## src/hdl/ptf_defs.vh

```
// ptf_defs.vh: constants for the program transfer fetch redirect block
// assumes inclusion by bare name from design files
`ifndef PTF_DEFS_VH
`define PTF_DEFS_VH

// ***********************************************
// address formation
// ***********************************************
`define PTF_SEG_SHIFT      4
`define PTF_ADDR_W         20
`define PTF_WORD_W         16
`define PTF_CS_RESET       16'hFFFF
`define PTF_IP_RESET       16'h0000

// ***********************************************
// condition codes (4-bit select)
// ***********************************************
`define PTF_CC_OVERFLOW    4'h0
`define PTF_CC_NO_OVERFLOW 4'h1
`define PTF_CC_BELOW       4'h2
`define PTF_CC_ABOVE_EQ    4'h3
`define PTF_CC_ZERO        4'h4
`define PTF_CC_NOT_ZERO    4'h5
`define PTF_CC_BELOW_EQ    4'h6
`define PTF_CC_ABOVE       4'h7
`define PTF_CC_SIGN        4'h8
`define PTF_CC_NO_SIGN     4'h9
`define PTF_CC_PAR_EVEN    4'hA
`define PTF_CC_PAR_ODD     4'hB
`define PTF_CC_LESS        4'hC
`define PTF_CC_GREATER_EQ  4'hD
`define PTF_CC_LESS_EQ     4'hE
`define PTF_CC_GREATER     4'hF

// ***********************************************
// transfer kinds
// ***********************************************
`define PTF_KIND_UNCOND    2'h0
`define PTF_KIND_COND      2'h1
`define PTF_KIND_ITER      2'h2
`define PTF_KIND_INTR      2'h3

`endif

```

## src/hdl/ptf_fetch_redirect.v

```verilog
// ptf_fetch_redirect.v: fetch address, prefetch queue and transfer redirect
// assumes a byte memory answering one request at a time with mem_ack
// Overview of operation
// - fetch address is segment base plus offset
// - segment base register marks 64k code region
// - offset measured from segment start
// - prefetch ahead into instruction queue
// - transfer flushes queue, abandons sequential flow
// - first byte after transfer bypasses queue
// - only interrupt transfers may change flags
// - unsigned above/below jump conditions
// - signed greater/less jump conditions
// - single flag jumps, set and clear
`timescale 1ns/10ps
`default_nettype none
`include "ptf_defs.vh"

module ptf_fetch_redirect #(
    parameter QDEPTH = 4,
    parameter QPTR_W = 2
) (
    input  wire        mclk,
    input  wire        rst,
    input  wire        xfer_req,
    input  wire [1:0]  xfer_kind,
    input  wire [3:0]  xfer_cond,
    input  wire        xfer_far,
    input  wire [15:0] xfer_seg,
    input  wire [15:0] xfer_off,
    input  wire        flag_carry,
    input  wire        flag_zero,
    input  wire        flag_sign,
    input  wire        flag_overflow,
    input  wire        flag_parity,
    input  wire        eu_take,
    output reg         eu_valid,
    output reg  [7:0]  eu_byte,
    output reg         eu_direct,
    output reg         xfer_taken,
    output reg         flags_write_ok,
    output reg         mem_req,
    output reg  [19:0] mem_addr,
    input  wire        mem_ack,
    input  wire [7:0]  mem_data,
    output reg  [15:0] code_seg,
    output reg  [15:0] instr_off
);

    // ***********************************************
    // state
    // ***********************************************
    localparam ST_FILL   = 1'b0;
    localparam ST_DIRECT = 1'b1;

    wire              cond_true;
    wire              take_now;
    wire              q_full;
    wire              q_empty;
    wire              q_pop;
    wire              q_push;
    wire [19:0]       fetch_addr;
    reg  [7:0]        q_mem [0:QDEPTH-1];
    reg  [QPTR_W-1:0] q_rd_reg;
    reg  [QPTR_W-1:0] q_wr_reg;
    reg  [QPTR_W:0]   q_cnt_reg;
    reg  [15:0]       fetch_off_reg;
    reg               state_reg;
    reg               mem_busy_reg;
    wire              ack_ok;
    wire              direct_pending;
    wire              eu_consume;
    wire              head_load;

    // ***********************************************
    // condition evaluation
    // ***********************************************
    ptf_cond_eval ptf_cond_eval_i (
        .cond_sel      (xfer_cond),
        .flag_carry    (flag_carry),
        .flag_zero     (flag_zero),
        .flag_sign     (flag_sign),
        .flag_overflow (flag_overflow),
        .flag_parity   (flag_parity),
        .cond_true     (cond_true)
    );

    assign take_now = xfer_req & ((xfer_kind != `PTF_KIND_COND) | cond_true);

    // ***********************************************
    // address formation
    // ***********************************************
    // segment shifted plus offset
    assign fetch_addr = {code_seg, 4'h0} + {4'h0, fetch_off_reg};

    // ***********************************************
    // memory acknowledge
    // ***********************************************
    // a flushed fetch may still be answered after a transfer
    // ack while the request pulse stands belongs to that old fetch
    assign ack_ok = mem_busy_reg & mem_ack & ~mem_req;

    // ***********************************************
    // queue status and execution unit handshake
    // ***********************************************
    assign q_full         = (q_cnt_reg == QDEPTH[QPTR_W:0]);
    assign q_empty        = (q_cnt_reg == {(QPTR_W+1){1'b0}});
    assign eu_consume     = eu_take & eu_valid;
    assign q_pop          = eu_consume & ~eu_direct;
    // bypass byte holds off refill until taken
    assign direct_pending = eu_valid & eu_direct & ~eu_take;
    assign q_push         = ack_ok & (state_reg == ST_FILL) & ~take_now;
    // next head shown once the output slot frees
    assign head_load      = (~eu_valid | eu_consume) & ~q_empty & ~q_pop
                            & ~(ack_ok & (state_reg == ST_DIRECT));

    // ***********************************************
    // transfer status outputs
    // ***********************************************
    always @(posedge mclk) begin
        if (rst) begin
            xfer_taken     <= 1'b0;
            flags_write_ok <= 1'b0;
        end else begin
            xfer_taken     <= take_now;
            flags_write_ok <= xfer_req & (xfer_kind == `PTF_KIND_INTR);
        end
    end

    // ***********************************************
    // queue storage
    // ***********************************************
    // no reset: contents are qualified by the count
    always @(posedge mclk) begin
        if (~rst & q_push)
            q_mem[q_wr_reg] <= mem_data;
    end

    // ***********************************************
    // queue pointers and count
    // ***********************************************
    always @(posedge mclk) begin
        if (rst | take_now) begin
            q_rd_reg  <= {QPTR_W{1'b0}};
            q_wr_reg  <= {QPTR_W{1'b0}};
            q_cnt_reg <= {(QPTR_W+1){1'b0}};
        end else begin
            if (q_push)
                q_wr_reg <= q_wr_reg + {{(QPTR_W-1){1'b0}}, 1'b1};
            if (q_pop)
                q_rd_reg <= q_rd_reg + {{(QPTR_W-1){1'b0}}, 1'b1};
            // count includes the byte shown to the execution unit
            if (q_push & ~q_pop)
                q_cnt_reg <= q_cnt_reg + {{QPTR_W{1'b0}}, 1'b1};
            else if (q_pop & ~q_push)
                q_cnt_reg <= q_cnt_reg - {{QPTR_W{1'b0}}, 1'b1};
        end
    end

    // ***********************************************
    // transfer, fetch sequencing and output slot
    // ***********************************************
    always @(posedge mclk) begin
        if (rst) begin
            code_seg      <= `PTF_CS_RESET;
            instr_off     <= `PTF_IP_RESET;
            fetch_off_reg <= `PTF_IP_RESET;
            state_reg     <= ST_FILL;
            mem_busy_reg  <= 1'b0;
            mem_req       <= 1'b0;
            mem_addr      <= 20'h00000;
            eu_valid      <= 1'b0;
            eu_byte       <= 8'h00;
            eu_direct     <= 1'b0;
        end else begin
            // request is a one-cycle pulse
            mem_req <= 1'b0;
            if (take_now) begin
                if (xfer_far)
                    code_seg <= xfer_seg;
                instr_off     <= xfer_off;
                fetch_off_reg <= xfer_off;
                eu_valid      <= 1'b0;
                eu_direct     <= 1'b0;
                state_reg     <= ST_DIRECT;
                mem_busy_reg  <= 1'b0;
            end else begin
                // offset follows each byte the execution unit takes
                if (eu_consume) begin
                    instr_off <= instr_off + 16'h0001;
                    eu_valid  <= 1'b0;
                end
                if (ack_ok) begin
                    mem_busy_reg  <= 1'b0;
                    fetch_off_reg <= fetch_off_reg + 16'h0001;
                    // first byte straight to execution unit
                    if (state_reg == ST_DIRECT) begin
                        eu_valid  <= 1'b1;
                        eu_direct <= 1'b1;
                        eu_byte   <= mem_data;
                        state_reg <= ST_FILL;
                    end
                end else if (~mem_busy_reg & ~direct_pending) begin
                    // bypass fetch first, then refill while room remains
                    if ((state_reg == ST_DIRECT) | ~q_full) begin
                        mem_req      <= 1'b1;
                        mem_addr     <= fetch_addr;
                        mem_busy_reg <= 1'b1;
                    end
                end
                // present queue head when the slot is free
                if (head_load) begin
                    eu_valid  <= 1'b1;
                    eu_direct <= 1'b0;
                    eu_byte   <= q_mem[q_rd_reg];
                end
            end
        end
    end

endmodule
`default_nettype wire

```

## src/hdl/ptf_cond_eval.v

```verilog
// ptf_cond_eval.v: combinational jump condition evaluator
// assumes flags come from the execution unit on the same clock
`timescale 1ns/10ps
`default_nettype none
`include "ptf_defs.vh"

module ptf_cond_eval (
    input  wire [3:0] cond_sel,
    input  wire       flag_carry,
    input  wire       flag_zero,
    input  wire       flag_sign,
    input  wire       flag_overflow,
    input  wire       flag_parity,
    output reg        cond_true
);

    always @* begin
        case (cond_sel)
            `PTF_CC_OVERFLOW:    cond_true = flag_overflow;
            `PTF_CC_NO_OVERFLOW: cond_true = ~flag_overflow;
            `PTF_CC_ZERO:        cond_true = flag_zero;
            `PTF_CC_NOT_ZERO:    cond_true = ~flag_zero;
            `PTF_CC_SIGN:        cond_true = flag_sign;
            `PTF_CC_NO_SIGN:     cond_true = ~flag_sign;
            `PTF_CC_PAR_EVEN:    cond_true = flag_parity;
            `PTF_CC_PAR_ODD:     cond_true = ~flag_parity;
            `PTF_CC_BELOW:       cond_true = flag_carry;
            `PTF_CC_ABOVE_EQ:    cond_true = ~flag_carry;
            `PTF_CC_BELOW_EQ:    cond_true = flag_carry | flag_zero;
            `PTF_CC_ABOVE:       cond_true = ~(flag_carry | flag_zero);
            `PTF_CC_LESS:        cond_true = flag_sign ^ flag_overflow;
            `PTF_CC_GREATER_EQ:  cond_true = ~(flag_sign ^ flag_overflow);
            `PTF_CC_LESS_EQ:     cond_true = (flag_sign ^ flag_overflow) | flag_zero;
            default:             cond_true = ~((flag_sign ^ flag_overflow) | flag_zero);
        endcase
    end

endmodule
`default_nettype wire

```

## config.mk

```make
export PLATFORM = sky130hd
export DESIGN_NAME = ptf_fetch_redirect
export DESIGN_NICKNAME = d
export VERILOG_FILES = /design/src/hdl/ptf_fetch_redirect.v /design/src/hdl/ptf_cond_eval.v
export VERILOG_INCLUDE_DIRS = /design/src /design/src/hdl
export SDC_FILE = /design/constraint.sdc
export NUM_CORES = 1
export LEC_CHECK = 0
export BUFFER_PORTS_ARGS = -buffer_cell sky130_fd_sc_hd__buf_2
export CORE_MARGIN = 3
export CORE_UTILIZATION = 38
export DETAILED_ROUTE_END_ITERATION = 6
export SKIP_CTS_REPAIR_TIMING = 1
export SLEW_MARGIN = 20
export SYNTH_ARGS = -nofsm -noshare
export SYNTH_HDL_FRONTEND = slang
export SYNTH_SLANG_ARGS = --single-unit
```

## constraint.sdc

```tcl
create_clock -name mclk -period 2.34 [get_ports mclk]
set_input_delay 0.117 -clock mclk [delete_from_list [all_inputs] [get_ports mclk]]
set_output_delay 0.117 -clock mclk [all_outputs]
set_load 0.1 [all_outputs]
```

==> summary.txt <==
Routing
  – Drt total wl: 16.0 mm
  – WL/cell: 16.7 microns
  – Router iterations before antenna repair: 5
  – DR iter-0 viols: 317
  – Vias: 5116
  – DRT antenna net count: 0
  – Vias per inst: 5.34
  – DRC Markers: 0

Yosys
  – Yosys warns: 0
  – Synth Flop Type: dfxtp_1
  – Synth Instances: 601
  – Post-synth top area share: 0.306
  – Syn avg cell area: 10.0 sq um
  – Mapped Area: 0.00603 sq mm
  – Register area share after synthesis: 0.465
  – Post-synth EDFFs: 32
  – Yosys top cell by area: dfxtp_1
  – Synth unique cells: 52
  – Syn nets: 679
  – Synth area leaders: dfxtp_1 (31%), edfxtp_1 (16%), ha_1 (3.9%)
  – Asr flop ratio synth: 0
  – Synth Register Bits: 124

Finish
  – Most common cell after layout, fill and taps aside: buf_2
  – Reg with most FFs: q_mem
  – Final net count: 812
  – Commonest cells after routing, fill and taps aside: buf_2 (121), dfxtp_1 (77), nor2_1 (55), a21oi_1 (40), edfxtp_1 (32)
  – Final Core Density: 0.496
  – Layout Area Growth over Synthesis: 26.4%
  – Largest regs: q_mem x32, mem_addr x20
  – Design area: 0.00762 sq mm
  – Fillers: 1448
  – Layout cells sized above 1: 0.284
  – Register area: 0.00283 sq mm
  – Footprint of the multi-input gates: 0.00302 sq mm
  – Largest register FFs: 32
  – Diode count: 0

Timing
  – Setup TNS Final: 0 ns
  – RSZ-0062 raised after global routing: false
  – Clock Skews: 0.00768 ns
  – Setup violators final: 0
  – Pin slew with the least headroom to its limit: 0.977 ns
  – Setup WS post-layout: 0.143 ns
  – Max-slew violation count: 0
  – Final hold viol count: 2
  – Max Clk Rate: 455 MHz
  – Max-slew headroom: 0.349
  – WHS: -0.0246 ns
  – Crit path time final: 2.20 ns
  – Tcrit/Tclk final: 0.939

Place
  – Pre-CTS setup slack: -0.0496 ns
  – HPWL after detailed placement: 11.7 mm
  – Placed cell areas: 0.00690 sq mm
  – Gpl congestion: 0.840
  – I/O Buffers: 121

Hold path
  – Worst hold-check path type: input pin to flip-flop

Critical path
  – Critical Setup Path Class: flip-flop to flip-flop
  – Crit-path max FO: 3
  – Crit path DAT: 2.48 ns
  – CP Launch Type: flip-flop
  – Critical Path End Type: flip-flop
  – WP data required: 2.62 ns

Clock network
  – Clock edge transition at the registers on the reported setup and hold paths: 0.06 ns
  – Later-pin clock latency in the skew report: 0.42 ns
  – Clk buf depth: 2
  – Inserted Clock Buffers: 17
  – CTS tree: built
  – CTS H-tree lvls: 4
  – Sink Count: 124
  – Clk root buf: clkbuf_16

Global route
  – Vias in the first global route: 4914
  – Global Route Usage Sum: 0.180
  – First-pass GRT wire length: 25.3 mm
  – Largest net degree at the start of global routing: 43
  – Initial antenna violation count: 0
  – Total congestion overflow: 0

Floorplan
  – Die area: 0.0174 sq mm
  – Die width: 132 microns
  – Top Ports: 122
  – Initial Utilization: 0.392
  – Die height: 132 microns
  – Core ar.: 0.0154 sq mm
  – FP Rows: 45

Flow run
  – # Max-Cap Violations: 0

Power and ir drop
  – Worst IR Drop VDD: 0.000611 V
  – Power Density: 918 mW/mm^2
  – LEAKAGE: 3.05 nW

Status
  – Violations in the final reports: hold timing
  – Status: complete, but fails checks
[logic make-up (layout without fill, tap and decap cells)]
logic type,Yosys count,count (layout),synth area share
muxes,20,20,0.0498
buffers and inverters,51,197,0.0407
and+or+nand+nor,176,176,0.145
DFF,124,124,0.465
adders and majority gates,21,21,0.0461
xor gates and xnor gates,45,45,0.0654
AOI/OAI and AO/OA,164,164,0.188
[worst max-delay path, stage by stage, from the launching register on]
cell and delay, ns:
dfxtp_1 0.36, ha_2 0.22, inv_1 0.06, fa_1 0.38
nand2b_4 0.17, a21oi_2 0.17, o211ai_1 0.13, a31o_2 0.27
a211oi_2 0.21, a221oi_1 0.10
[power by group]
group	internal (mW)	leakage, nW	total [mW]	switching (mW)
logic	0.516	1.72	1.93	1.42
registers	2.35	1.04	2.50	0.144
clock network	1.50	0.286	2.57	1.07
total	4.37	3.05	7.00	2.63
[area by class of cell]
type | instances | share of cell area
flip-flops and latches | 124 | 0.371
multi-input cells | 426 | 0.396
inverters | 15 | 0.00739
clock buffers | 17 | 0.0558
repair buffers | 150 | 0.115
well taps | 211 | 0.0346
clock inverters | 15 | 0.0199
[worst paths after layout]
check              startpoint                 to  slack (ns)  cells past startpoint
max          fetch_off_reg[4]       mem_addr[18]        0.14                      9
min              xfer_off[11]  fetch_off_reg[11]       -0.02                      3
max reg2reg  fetch_off_reg[4]       mem_addr[18]        0.14                      9
min reg2reg       code_seg[9]        code_seg[9]        0.48                      1
[synth_stat cells, types with 9 or more instances]
cell / instances
a311oi_1: 10
nand3_1: 20
nor3_1: 9
xnor2_1: 27
clkbuf_1: 21
and3_1: 24
nand4_1: 13
xor2_1: 18
a21oi_1: 41
inv_1: 15
mux2i_1: 12
ha_1: 19
o21ai_0: 29
nor2_1: 55
a211o_1: 17
dfxtp_1: 92
a211oi_1: 28
nand2_1: 31
edfxtp_1: 32
[per-layer routing]
| layer | up-vias | wire length (microns) | track usage |
|---|---|---|---|
| li1 | 2525 | - | - |
| met1 | 2463 | 7190 | 0.232 |
| met2 | 110 | 7840 | 0.296 |
| met3 | 18 | 773 | 0.0447 |
| met4 | 0 | 208 | 0.0595 |
| met5 | - | 0 | 0 |
[metrics by stage]
stage                     power (mW)  instances
final                           7.00        958
after detailed placement        4.44        914
after global placement          4.42        914
after CTS                       7.02        946
after floorplan                 4.03        601
after global routing            7.28        958
Note: power is estimated with default switching activity, not from simulation.
